File: src/daom_pkg.sv
package daom_pkg;
    // Code width of each channel and of the shared bus
    localparam int CODE_WIDTH = 12;
    // Sample to bus latency in sample clock periods
    localparam int PIPE_LATENCY = 7;
    // Output turn-on delay after the disable input falls
    localparam int TURN_ON_NS = 5;
    localparam int CLOCK_PERIOD_NS = 5;
    localparam int TURN_ON_CYCLES = (TURN_ON_NS + CLOCK_PERIOD_NS - 1) / CLOCK_PERIOD_NS;
    // Reset values
    localparam logic [11:0] CODE_RESET = 12'h000;
    localparam logic [2:0] PIPE_PTR_RESET = 3'h0;
    // Two-entry buffer depth
    localparam int BUF_DEPTH = 2;

    typedef enum logic [1:0] {
        DAOM_OUT_OFF = 2'b00,
        DAOM_OUT_WAKE = 2'b01,
        DAOM_OUT_ON = 2'b10
    } daom_drive_e;
endpackage

File: src/daom_pair_buffer.sv
`timescale 1ns/1ps
module daom_pair_buffer (
    // Clock and reset
    input wire logic clock,
    input wire logic reset,
    // Fill side: one I/Q pair per word
    input wire logic in_valid,
    output logic in_ready,
    input wire logic [23:0] in_data,
    // Drain side
    output logic out_valid,
    input wire logic out_ready,
    output logic [23:0] out_data
);
    typedef struct packed {
        logic [1:0][23:0] mem;
        logic wr_ptr;
        logic rd_ptr;
        logic [1:0] count;
    } daom_buf_s;

    daom_buf_s state;
    daom_buf_s next_state;
    logic push;
    logic pop;

    assign in_ready = (state.count != 2'(daom_pkg::BUF_DEPTH));
    assign out_valid = (state.count != 2'h0);
    assign out_data = state.mem[state.rd_ptr];
    assign push = in_valid && in_ready;
    assign pop = out_valid && out_ready;

    always_comb begin
        next_state = state;
        if (push) begin
            next_state.mem[state.wr_ptr] = in_data;
            next_state.wr_ptr = ~state.wr_ptr;
        end
        if (pop) begin
            next_state.rd_ptr = ~state.rd_ptr;
        end
        next_state.count = state.count + 2'(push) - 2'(pop);
    end

    always_ff @(posedge clock or posedge reset) begin
        if (reset) begin
            state <= '0;
        end else begin
            state <= next_state;
        end
    end

    chk_no_overflow: assert property (@(posedge clock) disable iff (reset)
        state.count <= 2'(daom_pkg::BUF_DEPTH))
        else $error("pair buffer count above depth");
endmodule

File: src/daom_output_mux.sv
//
// What this block does
// - Sample both channels together on rising edge
// - Code reaches bus seven periods after sampling
// - Twelve-bit codes share one twelve-line bus
// - Bus updates at rising edge only, no falling-edge Q
// - Disable low: drive all output lines
// - Disable high: float bus, keep converting
// - Re-enable quickly, pipeline never restarts
// - Select high routes I channel codes
// - Select low routes Q channel codes
// - Select passes two sync flops; no I/Q interleave on bus
//
`timescale 1ns/1ps
module daom_output_mux (
    // Clock and reset
    input wire logic clock,
    input wire logic reset,
    // Digitised codes from the two converter cores
    input wire logic [11:0] i_code_in,
    input wire logic [11:0] q_code_in,
    // Pins from the capture side
    input wire logic channel_select,
    input wire logic output_disable_n,
    // Shared output bus
    output logic [11:0] sample_code_bus,
    output logic [11:0] sample_code_bus_oe,
    // Buffer stall seen by the pipeline
    output logic pipe_stall
);
    // ****************************************
    // State
    // ****************************************
    typedef struct packed {
        logic [1:0] sel_sync;
        logic [1:0] dis_sync;
        logic [6:0][23:0] pipe;
        logic [6:0] pipe_valid;
        logic [23:0] held_pair;
        logic [11:0] bus;
        logic [11:0] oe;
        daom_pkg::daom_drive_e drive;
        logic [2:0] wake_count;
        logic stall;
    } daom_mux_s;

    daom_mux_s state;
    daom_mux_s next_state;
    logic [11:0] q_fall;
    logic buf_in_ready;
    logic buf_out_valid;
    logic [23:0] buf_out_data;

    function automatic logic [11:0] pick_code(input logic [23:0] pair, input logic sel_i);
        pick_code = sel_i ? pair[23:12] : pair[11:0];
    endfunction

    // ****************************************
    // Pipeline into two-entry buffer
    // ****************************************
    // Pipe length plus buffer pop gives exactly seven periods
    daom_pair_buffer u_buffer (
        .clock(clock),
        .reset(reset),
        .in_valid(state.pipe_valid[5]),
        .in_ready(buf_in_ready),
        .in_data(state.pipe[5]),
        .out_valid(buf_out_valid),
        .out_ready(1'b1),
        .out_data(buf_out_data)
    );

    always_comb begin
        next_state = state;
        next_state.sel_sync = {state.sel_sync[0], channel_select};
        next_state.dis_sync = {state.dis_sync[0], output_disable_n};
        // Conversion runs on regardless of bus drive
        next_state.pipe[0] = {i_code_in, q_code_in};
        next_state.pipe_valid[0] = 1'b1;
        for (int k = 1; k < 7; k++) begin
            next_state.pipe[k] = state.pipe[k-1];
            next_state.pipe_valid[k] = state.pipe_valid[k-1];
        end
        next_state.stall = !buf_in_ready;
        if (buf_out_valid) begin
            next_state.held_pair = buf_out_data;
        end
        // Static select: rising edge carries chosen channel
        next_state.bus = pick_code(next_state.held_pair, state.sel_sync[1]);
        case (state.drive)
            daom_pkg::DAOM_OUT_OFF: begin
                if (!state.dis_sync[1]) begin
                    next_state.drive = daom_pkg::DAOM_OUT_WAKE;
                    next_state.wake_count = 3'(daom_pkg::TURN_ON_CYCLES);
                end
            end
            daom_pkg::DAOM_OUT_WAKE: begin
                if (state.dis_sync[1]) begin
                    next_state.drive = daom_pkg::DAOM_OUT_OFF;
                end else if (state.wake_count <= 3'h1) begin
                    next_state.drive = daom_pkg::DAOM_OUT_ON;
                end else begin
                    next_state.wake_count = state.wake_count - 3'h1;
                end
            end
            daom_pkg::DAOM_OUT_ON: begin
                if (state.dis_sync[1]) begin
                    next_state.drive = daom_pkg::DAOM_OUT_OFF;
                end
            end
            default: begin
                next_state.drive = daom_pkg::DAOM_OUT_OFF;
            end
        endcase
        next_state.oe = (next_state.drive == daom_pkg::DAOM_OUT_ON) ? 12'hfff : 12'h000;
    end

    always_ff @(posedge clock or posedge reset) begin
        if (reset) begin
            state <= '0;
        end else begin
            state <= next_state;
        end
    end

    // ****************************************
    // Falling-edge Q half, checked but not routed to bus
    // ****************************************
    // Relies on a near 50 percent duty so each half is usable
    always_ff @(negedge clock or posedge reset) begin
        if (reset) begin
            q_fall <= daom_pkg::CODE_RESET;
        end else begin
            q_fall <= state.held_pair[11:0];
        end
    end

    // Bus follows the rising-edge register only; q_fall is not routed out
    assign sample_code_bus = state.bus;
    assign sample_code_bus_oe = state.oe;
    assign pipe_stall = state.stall;

    // ****************************************
    // Checks
    // ****************************************
    // Bus seen here left its register one edge ago, hence depth eight
    chk_bus_latency: assert property (@(posedge clock) disable iff (reset)
        $past(state.pipe_valid[6]) && $past(state.sel_sync[1]) |->
        sample_code_bus == $past(i_code_in, 8))
        else $error("I code not on bus seven periods after sample");
    chk_q_half: assert property (@(posedge clock) disable iff (reset)
        $past(state.pipe_valid[6]) |-> q_fall == state.held_pair[11:0])
        else $error("falling-edge Q half does not follow held pair");
    chk_float_disable: assert property (@(posedge clock) disable iff (reset)
        state.dis_sync[1] |=> sample_code_bus_oe == 12'h000)
        else $error("bus driven while disabled");
    chk_drive_return: assert property (@(posedge clock) disable iff (reset)
        $fell(state.dis_sync[1]) ##1 !state.dis_sync[1] [*3] |->
        sample_code_bus_oe == 12'hfff)
        else $error("bus not driven after enable");
    chk_q_select: assert property (@(posedge clock) disable iff (reset)
        !$past(state.sel_sync[1]) |-> sample_code_bus == state.held_pair[11:0])
        else $error("Q code not routed with select low");
    chk_pipe_runs: assert property (@(posedge clock) disable iff (reset)
        state.pipe[1] == $past(state.pipe[0]))
        else $error("pipeline stalled");
    chk_no_stall: assert property (@(posedge clock) disable iff (reset)
        !pipe_stall)
        else $error("buffer back-pressure in output path");
endmodule

File: config.mk
export PLATFORM = sky130hd
export DESIGN_NAME = daom_output_mux
export DESIGN_NICKNAME = d
export VERILOG_FILES = /design/src/daom_pkg.sv /design/src/daom_pair_buffer.sv /design/src/daom_output_mux.sv
export SDC_FILE = /design/constraint.sdc
export NUM_CORES = 1
export LEC_CHECK = 0
export ABC_CLOCK_PERIOD_IN_PS = 15500
export BUFFER_PORTS_ARGS = -buffer_cell sky130_fd_sc_hd__buf_2
export CAP_MARGIN = 20
export CORE_UTILIZATION = 65
export CTS_BUF_LIST = sky130_fd_sc_hd__clkbuf_8
export DETAILED_ROUTE_END_ITERATION = 6
export MAX_ROUTING_LAYER = met4
export PLACE_DENSITY = 0.91
export SLEW_MARGIN = 20
export SYNTH_ARGS = -nofsm -noshare
export SYNTH_HDL_FRONTEND = slang
export SYNTH_SLANG_ARGS = --single-unit
File: constraint.sdc
create_clock -name clock -period 15.5 [get_ports clock]
set_input_delay 2.325 -clock clock [delete_from_list [all_inputs] [get_ports clock]]
set_output_delay 2.325 -clock clock [all_outputs]
set_load 0.005 [all_outputs]
==> results of run 1 <==
cell families after synthesis:
logic type      count (synthesis)  synth area share (%)
flops                         249                  78.3
simple gates                   91                  5.63
compound gates                 59                  5.27
mux                            48                  6.79
buf+inv                        47                  3.55
fa+ha+maj                       2                 0.314
other cells                     1                0.0471
xor+xnor                        1                 0.110
registers in the layout (all words and copies together) (netlist names):
register / count
next_state: 152
sample_code_bus: 12
u_buffer.state: 52
state: 31
pipe_stall: 1
sample_code_bus_oe: 1
layer usage:
metal	part of all wire, %	GRT usage [%]
met5	0	-
met4	1.7	8.44
met3	5.2	4.32
met2	51	32.9
met1	42	28.0
per-stage QoR:
stage	util, %	area, um^2	power (mW)	hold WS (ns)
after floorplan	-	7960	0.919	0.331
after global placement	68.3	8170	0.938	0.331
after detailed placement	68.5	8190	0.957	0.335
after CTS	74.3	8890	1.44	0.341
after global routing	74.4	8890	1.50	0.344
final	74.4	8890	1.43	0.339
final cells by class:
cell class	instances	share of cell area [%]
timing repair buffer	56	3.39
clock inverter	14	0.675
multi-input combinational	202	16.3
tap	147	2.07
sequential	249	70.1
clock buffer	46	7.12
inverter	6	0.394
power groups by stage:
stage,Sequential (mW),Combinational [mW],Clock [mW]
after floorplan,0.775,0.145,0
after global placement,0.778,0.159,0
after detailed placement,0.786,0.171,0
after CTS,0.776,0.173,0.495
after global routing,0.785,0.192,0.527
final,0.776,0.172,0.481
worst min-delay path by stage:
stage | startpoint | to | slack (ns) | cells after the start
CTS | next_state[141] | next_state[165] | 0.34 | 0
global route | next_state[56] | next_state[57] | 0.34 | 0
finish | next_state[141] | next_state[165] | 0.34 | 0
floorplan | next_state[85] | next_state[109] | 0.33 | 0
global placement | next_state[92] | next_state[116] | 0.33 | 0
detailed placement | next_state[96] | next_state[120] | 0.33 | 0
cells in the final DEF (no fill, tap or decap), types with 2 or more instances in the layout:
cell type	count
dfrtp_1	249
o32ai_1	12
nand2_1	2
or2_2	2
ha_1	2
mux2_2	48
and2_1	2
nand2b_1	4
buf_2	52
nor2_1	51
clkbuf_8	46
inv_1	17
a21oi_1	2
clkinvlp_4	2
nor2b_1	26
a211oi_1	24
buf_4	2
o21ai_0	15
o22ai_1	2
==> summary.md, run 1 <==
| Metric | Value |
|---|---|
| Status | complete, no violations |
| Clk root buf | clkbuf_8 |
| Setup CP Type | reg2out |
| CTS H-tree lvls | 2 |
| Top post-synthesis cells by area | dfrtp_1 (78%), mux2_2 (6.8%), buf_4 (2.5%) |
| Pin count of the biggest net entering global routing | 160 |
| CTS tree | done |
| Clk Latency, worst-skew pair | 0.50 ns |
| Fraction of registers with async set or reset after synthesis | 100% |
| Buf/Inv on CP | 1 |
| Die W | 113 um |
| Reg power frac | 54.3% |
| Total grt overflow | 0 |
| Postcts setup bufs | 0 |
| # fillers | 691 |
| Critical path capture point | sample_code_bus_oe[10] |
| Inserted Clock Buffers | 37 |
| Footprint of the multi-input gates | around 1500 um^2 |
| Cells after synthesis | 498 |
| Max frequency | 287 MHz |
| DIE AREA | about 13,000 um^2 |
| R2R Path Start | u_buffer.state[0] |
| Clock sink total | approximately 250 |
| Endpoint class of the critical path | output port |
| IO Port Bufs | 52 |
| Routed via count | between 3,000 and 4,000 |
| Setup total negative slack | 0 ns |
| Netlist cell types | 29 |
| Synth top area share | 78.3% |
| Most frequent cell after synthesis | dfrtp_1 |
| Clock Pin Slew Worst Setup and Hold Paths | 0.06 ns |
| Detailed-route wire length per cell | 16.2 um |
| Initial antenna violation count | 0 |
| Final wirelength | 11,600 um |
| Total global-route track usage | 21.2% |
| Dominant cell type by area after synthesis | dfrtp_1 |
| Max-slew violation count | 0 |
| Nets | about 580 |
| Worst endpoint data arrival time | 1.16 ns |
| Levels on crit path | 1 |
| Pre-CTS setup slack | 11.16 ns |
| Fin Clk Skew | 0.0202 ns |
| Worst Setup SP | sample_code_bus_oe[10] |
| Starting Density | between 60% and 70% |
| Non-Filler Instances | between 700 and 800 |
| P_sw | 0.351 mW |
| Worst path top cell family by delay | flip-flops |
| LEAKAGE | 4.06 nW |
| CP max-delay cell | dfrtp_1 |
| Final period util | 22.5% |
| Syn_area_per_cell | 16.0 um^2 |
| Comb pwr share | around an eighth |
| Clock Power Share | 33.7% |
| Internal power contribution | about 1.1 mW |
| Syn_nets | between 500 and 600 |
| Vias/cell | between 5 and 6 |
| R2R depth | 5 |
| Final setup violation count | 0 |
| Drt initial violations | 262 |
| Pwr dens | 161 nW/um^2 |
| Reg area | slightly above 6000 um^2 |
| Drt pass-1 iters | 7 |
| Synth cell count leaders | dfrtp_1 (249), nor2_1 (51), mux2_2 (48), buf_4 (26), nor2b_1 (26) |
| Vias in the first global route | 4,124 |
| Max rail drop VDD | 0.0875 mV |
| Sw frac | 24.6% |
| First-pass GRT wire length | 20,100 um |
| HPWL after detailed placement | 6690 um |
| Io pins | 53 |
| Worst EP required | approximately 13 ns |
| Critical Path, Cell by Cell | buf_2 |
| Reg-to-reg endpoint | u_buffer.state[27] |
| Top FF cell, synth | dfrtp_1 |
| ANT nets after route | 0 |
| Core footprint | between 10,000 and 15,000 um^2 |
| Max incr delay on CP | roughly 0.49 ns |
| Worst Hold Class | reg2reg |
| Max Cap Viol | 0 |
| Max clock buf depth | 3 |
| Placement row count | 40 |
| Layout Area Growth over Synthesis | 11.8% |
| Mapped cell area | 7960 um^2 |
| Flop2flop setup slack | 13.57 ns |
| Max-slew headroom | 46.2% |
| Die height | between 100 and 150 um |
| Number of hold buffers added after cts | 0 |
| Final worst slack | 12.01 ns |
| Number of synthesized flops with an enable pin | 0 |
| Worst-path fanout max | 12 |
| Diodes inserted | 0 |
| Fraction of layout cells with a size suffix above 1 | between 20% and 30% |
| RSZ-0062 raised after global routing | false |
| Min cycle time layout | 3.49 ns |
| Seq cells post-synth | 249 |
| CP Launch Type | register |
| CTS-repair resized insts | 0 |
| Sequential fraction of the synthesis area | 78.3% |
| DRC | 0 |
| Worst slew pin tran | 0.807 ns |
| Placed Instances | 660 |
| GP Congestion | 0.752 |
| Yosys warnings | 0 |
| Hold Fails Final Rpt | 0 |
Power figures use the tool's default switching activity.
==> run 2: changes to the inputs <==
--- a/config.mk
+++ b/config.mk
@@ -5,14 +5,14 @@
 export SDC_FILE = /design/constraint.sdc
 export NUM_CORES = 1
 export LEC_CHECK = 0
-export ABC_CLOCK_PERIOD_IN_PS = 15500
+export ABC_CLOCK_PERIOD_IN_PS = 2900
 export BUFFER_PORTS_ARGS = -buffer_cell sky130_fd_sc_hd__buf_2
 export CAP_MARGIN = 20
-export CORE_UTILIZATION = 65
+export CORE_UTILIZATION = 56
 export CTS_BUF_LIST = sky130_fd_sc_hd__clkbuf_8
 export DETAILED_ROUTE_END_ITERATION = 6
 export MAX_ROUTING_LAYER = met4
-export PLACE_DENSITY = 0.91
+export PLACE_DENSITY = 0.84
 export SLEW_MARGIN = 20
 export SYNTH_ARGS = -nofsm -noshare
 export SYNTH_HDL_FRONTEND = slang
==> constraint.sdc (replaced) <==
create_clock -name clock -period 2.9 [get_ports clock]
set_input_delay 0.435 -clock clock [delete_from_list [all_inputs] [get_ports clock]]
set_output_delay 0.435 -clock clock [all_outputs]
set_load 0.005 [all_outputs]
==> summary.md, run 2 (same netlist as run 1, synthesis figures left out) <==
| Metric | Value |
|---|---|
| Status | complete, no violations |
| Routing usage on met3 | 5.92% (+1.6 points) |
| Total grt overflow | 0 (unchanged) |
| Met2 usage | 29.3% (-3.6 points) |
| Layout Area Growth over Synthesis | 16.1% |
| Comb pwr share | 11.8% (-0.2 points) |
| Setup total negative slack | 0 ns (unchanged) |
| Inserted Clock Buffers | 39 (+5.4%) |
| Max-slew headroom | 48.3% (+2.1 points) |
| Worst Hold Class | in2reg |
| GP Congestion | 0.818 (+8.9%) |
| Most frequent cells in the layout | dfrtp_1 (249), clkbuf_8 (54), buf_2 (52), nor2_1 (51), mux2_2 (48) |
| Pwr dens | 858 nW/um^2 (+430%) |
| Max reg flops | 152 (unchanged) |
| Min cycle time layout | 1.67 ns |
| Final worst slack | 1.23 ns (-10.78 ns) |
| Max frequency | approximately 600 MHz |
| DRC | 0 (unchanged) |
| P_sw | 1.92 mW (+450%) |
| CP Launch Type | register |
| Global Route met1 Usage | 21.5% (-6.5 points) |
| Initial antenna violation count | 2 (+2) |
| Non-Filler Instances | 784 (+8.9%) |
| Hold Fails Final Rpt | 0 (unchanged) |
| Die W | 121 um (+7.6%) |
| Setup CP Type | reg2reg |
| Hold_ws | 0.0348 ns (-0.305 ns) |
| Final period util | 57.7% |
| Worst slew pin tran | 0.775 ns (-0.0320 ns) |
| Routed via count | 3,952 (+2.1%) |
| RSZ-0062 raised after global routing | false |
| Placed Instances | 697 (+5.6%) |
| Drt initial violations | 258 (-1.5%) |
| ANT nets after route | 0 (unchanged) |
| Final wirelength | 11,700 um (+0.88%) |
| Postcts setup bufs | 0 (unchanged) |
| Commonest non-fill, non-tap cell in the layout | dfrtp_1 |
| CTS tree | done |
| Die height | 121 um (+7.6%) |
| R2R depth | 5 (unchanged) |
| LEAKAGE | 4.21 nW (+3.6%) |
| Vias/cell | 5.04 (-6.2%) |
| Worst-path fanout max | 22 (+10) |
| Sw frac | 24.2% (-0.36 points) |
| Max clock buf depth | 3 (unchanged) |
| Max rail drop VDD | 0.492 mV (+460%) |
| Starting Density | 57.3% (-9.2 points) |
| Hold depth | 1 (+1) |
| Max Cap Viol | 0 (unchanged) |
| Clock Power Share | 35.9% (+2.2 points) |
| First-pass GRT wire length | 19,700 um (-2.1%) |
| Internal power contribution | 6.01 mW (+460%) |
| DIE AREA | 14,700 um^2 (+16%) |
| Worst EP required | 3.29 ns (-9.89 ns) |
| IO Port Bufs | 52 (unchanged) |
| Io pins | 53 (unchanged) |
| Core footprint | 13,900 um^2 (+16%) |
| Max-slew violation count | 0 (unchanged) |
| Fin Clk Skew | 0.0119 ns (-0.00835 ns) |
| Vias in the first global route | 4,179 (+1.3%) |
| Clock sink total | 249 (unchanged) |
| CTS-repair resized insts | 0 (unchanged) |
| Placement row count | 43 (+7.5%) |
| Clk Latency, worst-skew pair | 0.51 ns (about the same) |
| Pin count of the biggest net entering global routing | 151 (-5.6%) |
| Drt pass-1 iters | 4 (-3) |
| GRT busiest layer | met2 |
| Final setup violation count | 0 (unchanged) |
| Detailed-route wire length per cell | 15.0 um (-7.4%) |
| Fraction of layout cells with a size suffix above 1 | 28.1% (+0.32 points) |
| Worst endpoint data arrival time | 2.06 ns (+0.90 ns) |
| Nets | 606 (+4.1%) |
| Clk root buf | clkbuf_8 |
| # fillers | 927 (+34%) |
| HPWL after detailed placement | 6860 um (+2.5%) |
| CTS H-tree lvls | 2 (unchanged) |
| Reg power frac | 52.3% (-2.0 points) |
| Total Power | 7.93 mW (+450%) |
| Pre-CTS setup slack | 1.24 ns (-9.91 ns) |
| Total global-route track usage | 18.2% (-3.0 points) |
| Endpoint class of the critical path | register |
| Clock Pin Slew Worst Setup and Hold Paths | 0.06 ns (about the same) |
-- run 2: final timing paths --
kind	start	endpoint	slack (ns)
max in group asynchronous	reset	next_state[182]	2.16
min	channel_select	next_state[232]	0.03
min in group asynchronous	reset	next_state[93]	0.13
max	u_buffer.state[0]	u_buffer.state[25]	1.23
max reg2reg	u_buffer.state[0]	u_buffer.state[25]	1.23
min reg2reg	next_state[169]	next_state[193]	0.34
-- run 2: repair_timing --
action | in CTS | in global routing
endpoints found under the hold margin | 17 | 1
setup endpoints to repair | 0 | 0
hold buffers | 17 | 1
-- run 2: critical path, stage by stage, from the launching register on --
cell and delay [ns]:
dfrtp_1 0.36, nand2b_2 0.15, inv_1 0.09, nor3_4 0.21, buf_4 0.36, mux2_2 0.39
-- run 2: final cells by class --
cell class	count	area, um^2	area share (%)
Sequential cell	249	6230	67.4
Multi-Input combinational cell	202	1450	15.6
Clock buffer	54	743	8.04
Timing Repair Buffer	78	513	5.55
Tap cell	180	225	2.44
Clock inverter	13	50.0	0.542
Inverter	6	26.3	0.284
Antenna cell	2	5.00	0.0542
-- run 2: layer usage --
metal | share of wire [%] | vias up
li1 | - | 1809
met3 | 5.3 | 21
met5 | 0 | -
met2 | 52 | 113
met1 | 41 | 2009
met4 | 1.5 | 0
-- run 2: metrics by stage --
step                area, um^2  util, %
floorplan                 7960        -
global placement          8260     59.5
detailed placement        8260     59.5
CTS                       9220     66.5
global route              9240     66.6
finish                    9240     66.6
-- run 2: power groups by stage --
stage	sequential (mW)	combinational, mW	clock [mW]
after CTS	4.15	0.944	2.93
final	4.15	0.938	2.84
after global placement	4.17	0.856	0
after global routing	4.19	1.05	3.11
after detailed placement	4.21	0.914	0
after floorplan	4.14	0.774	0
==> run 3: changes to the inputs <==
--- a/config.mk
+++ b/config.mk
@@ -5,14 +5,14 @@
 export SDC_FILE = /design/constraint.sdc
 export NUM_CORES = 1
 export LEC_CHECK = 0
-export ABC_CLOCK_PERIOD_IN_PS = 2900
+export ABC_CLOCK_PERIOD_IN_PS = 1650
 export BUFFER_PORTS_ARGS = -buffer_cell sky130_fd_sc_hd__buf_2
 export CAP_MARGIN = 20
-export CORE_UTILIZATION = 56
+export CORE_UTILIZATION = 62
 export CTS_BUF_LIST = sky130_fd_sc_hd__clkbuf_8
 export DETAILED_ROUTE_END_ITERATION = 6
 export MAX_ROUTING_LAYER = met4
-export PLACE_DENSITY = 0.84
+export PLACE_DENSITY = 0.87
 export SLEW_MARGIN = 20
 export SYNTH_ARGS = -nofsm -noshare
 export SYNTH_HDL_FRONTEND = slang
==> constraint.sdc (replaced) <==
create_clock -name clock -period 1.65 [get_ports clock]
set_input_delay 0.2475 -clock clock [delete_from_list [all_inputs] [get_ports clock]]
set_output_delay 0.2475 -clock clock [all_outputs]
set_load 0.005 [all_outputs]
==> summary.md, run 3 (same netlist as run 1, synthesis figures left out) <==
| Metric | Value |
|---|---|
| DIE AREA | 13,300 um^2 (-9.5%) |
| Max Cap Viol | 0 (unchanged) |
| Clk Latency, worst-skew pair | 0.51 ns (about the same) |
| Total Power | 13.7 mW (+73%) |
| GP Congestion | 0.745 (-9.0%) |
| Hold_ws | 0.342 ns (+0.307 ns) |
| R2R Path Start | u_buffer.state[1] |
| Detailed-route wire length per cell | 15.4 um (+2.9%) |
| Flop2flop setup slack | 0.12 ns (-1.11 ns) |
| Endpoint class of the critical path | register |
| Max incr delay on CP | 0.55 ns (+0.16 ns) |
| CP max-delay cell | or2_2 |
| Max reg flops | 152 (unchanged) |
| RSZ-0062 raised after global routing | false |
| Routed via count | 4,006 (+1.4%) |
| Number of hold buffers added after cts | 27 (+10) |
| Clock sink total | 249 (unchanged) |
| Die W | 115 um (-4.9%) |
| Total global-route track usage | 20.2% (+2.0 points) |
| Setup CP Type | reg2reg |
| Io pins | 53 (unchanged) |
| Max frequency | 653 MHz (+9.2%) |
| Fraction of layout cells with a size suffix above 1 | 26.9% (-1.2 points) |
| Worst Hold Class | reg2reg |
| Clock Pin Slew Worst Setup and Hold Paths | 0.06 ns (about the same) |
| Worst endpoint data arrival time | 1.88 ns (-0.18 ns) |
| Hold EP | next_state[56] |
| Clk root buf | clkbuf_8 |
| Final wirelength | 12,000 um (+2.2%) |
| Vias in the first global route | 4,179 (unchanged) |
| Layout Area Growth over Synthesis | 16.9% |
| Most frequent cells in the layout | dfrtp_1 (249), buf_2 (52), nor2_1 (51), mux2_2 (48), clkbuf_8 (48) |
| Max rail drop VDD | 0.648 mV (+32%) |
| Worst EP required | 2.00 ns (-1.29 ns) |
| R2R depth | 3 (-2) |
| Hold path start | next_state[55] |
| Diodes inserted | 0 (-2) |
| Die height | 115 um (-4.9%) |
| Critical Path, Cell by Cell | or2_2, o21ai_0, o32ai_1 |
| Final setup violation count | 0 (unchanged) |
| Fin Clk Skew | 0.0182 ns (+0.00628 ns) |
| Starting Density | 63.3% (+6.0 points) |
| Pwr dens | 1470 nW/um^2 (+72%) |
| CTS-repair resized insts | 0 (unchanged) |
| CP Launch Type | register |
| Worst-path fanout max | 36 (+64%) |
| Placement row count | 41 (-4.7%) |
| Max clock buf depth | 3 (unchanged) |
| Setup total negative slack | 0 ns (unchanged) |
| Hold depth | 0 (-1) |
| CTS tree | done |
| Total grt overflow | 0 (unchanged) |
| Final period util | 92.9% (+35 points) |
| Commonest non-fill, non-tap cell in the layout | dfrtp_1 |
| Min cycle time layout | 1.53 ns (-0.140 ns) |
| DRC | 0 (unchanged) |
| Initial antenna violation count | 0 (-2) |
| Core footprint | 12,600 um^2 (-9.5%) |
| Drt pass-1 iters | 4 (unchanged) |
| First-pass GRT wire length | 19,600 um (-0.28%) |
| Buf/Inv on CP | 0 (-2) |
| Worst Setup SP | u_buffer.state[1] |
| ANT nets after route | 0 (unchanged) |
| IO Port Bufs | 52 (unchanged) |
| CTS H-tree lvls | 2 (unchanged) |
| Worst path top cell family by delay | simple AND/OR/NAND/NOR gates |
| Pin count of the biggest net entering global routing | 118 (-22%) |
| LEAKAGE | 4.24 nW (+0.58%) |
| Nets | 613 (+1.2%) |
| Max-slew headroom | 53.8% (+5.5 points) |
| Max-slew violation count | 0 (unchanged) |
| Reg-to-reg endpoint | sample_code_bus[0] |
| HPWL after detailed placement | 7070 um (+3.0%) |
| Worst slew pin tran | 0.692 ns (-0.0825 ns) |
| Postcts setup bufs | 0 (unchanged) |
| Drt initial violations | 262 (+1.6%) |
| Hold Fails Final Rpt | 0 (unchanged) |
| Status | complete, no violations |
| Vias/cell | 5.14 (+2.0%) |
| Inserted Clock Buffers | 37 (-5.1%) |
## run 3: cell count changes in the layout (fill, tap and decap cells not counted), sizes merged
| cell | previous run | this run |
|---|---|---|
| clkbuf | 54 | 48 |
| clkinv | 1 | 0 |
| clkinvlp | 1 | 2 |
| diode | 2 | 0 |
| dlygate4sd3 | 18 | 27 |
| inv | 17 | 19 |
## run 3: per-stage QoR
step / std cells / utilization, % / setup slack, ns / instance area [um^2]
6_report: 779 / 74.0 / 0.118 / 9300
3_3_place_gp: 689 / 66.1 / 0.245 / 8310
4_1_cts: 779 / 74.0 / 0.139 / 9300
2_1_floorplan: 498 / - / -1.87 / 7960
3_5_place_dp: 689 / 66.1 / 0.166 / 8310
5_1_grt: 779 / 74.0 / 0.0449 / 9300
## run 3: worst max path at each step
stage | to | slack (ns) | cells after the start
6_report | sample_code_bus[0] | 0.12 | 3
5_1_grt | sample_code_bus[9] | 0.04 | 3
4_1_cts | sample_code_bus[0] | 0.14 | 3
3_5_place_dp | sample_code_bus[5] | 0.17 | 3
3_3_place_gp | sample_code_bus[5] | 0.25 | 3
2_1_floorplan | next_state[100] | -1.87 | 1
## run 3: worst register-to-register path: cells and delay by family, from the launching register on
family,cells,cell delay [ns]
AOI/OAI and AO/OA,2,0.40
and+or+nand+nor,1,0.55
DFF,1,0.41
## run 3: layout make-up
class / count / area (um^2)
fill: 709 / 3260
clock inverter: 15 / 60.1
multi-input combinational: 202 / 1450
sequential: 249 / 6230
tap: 172 / 215
inverter: 6 / 26.3
timing repair buffer: 87 / 666
clock buffer: 48 / 661
## run 3: metal layers
| metal | vias to the layer above | global-route usage, % | wire length, um |
|---|---|---|---|
| met5 | - | - | 0 |
| met4 | 0 | 9.78 | 297 |
| met3 | 24 | 4.32 | 412 |
| met2 | 85 | 31.9 | 6150 |
| met1 | 2075 | 25.2 | 5140 |
| li1 | 1822 | - | - |
## run 3: report_power, final
part | switching, mW | total [mW] | internal, mW
Combinational | 0.907 | 1.73 | 0.824
Clock | 2.07 | 4.65 | 2.59
Sequential | 0.378 | 7.31 | 6.93
Total | 3.35 | 13.7 | 10.3
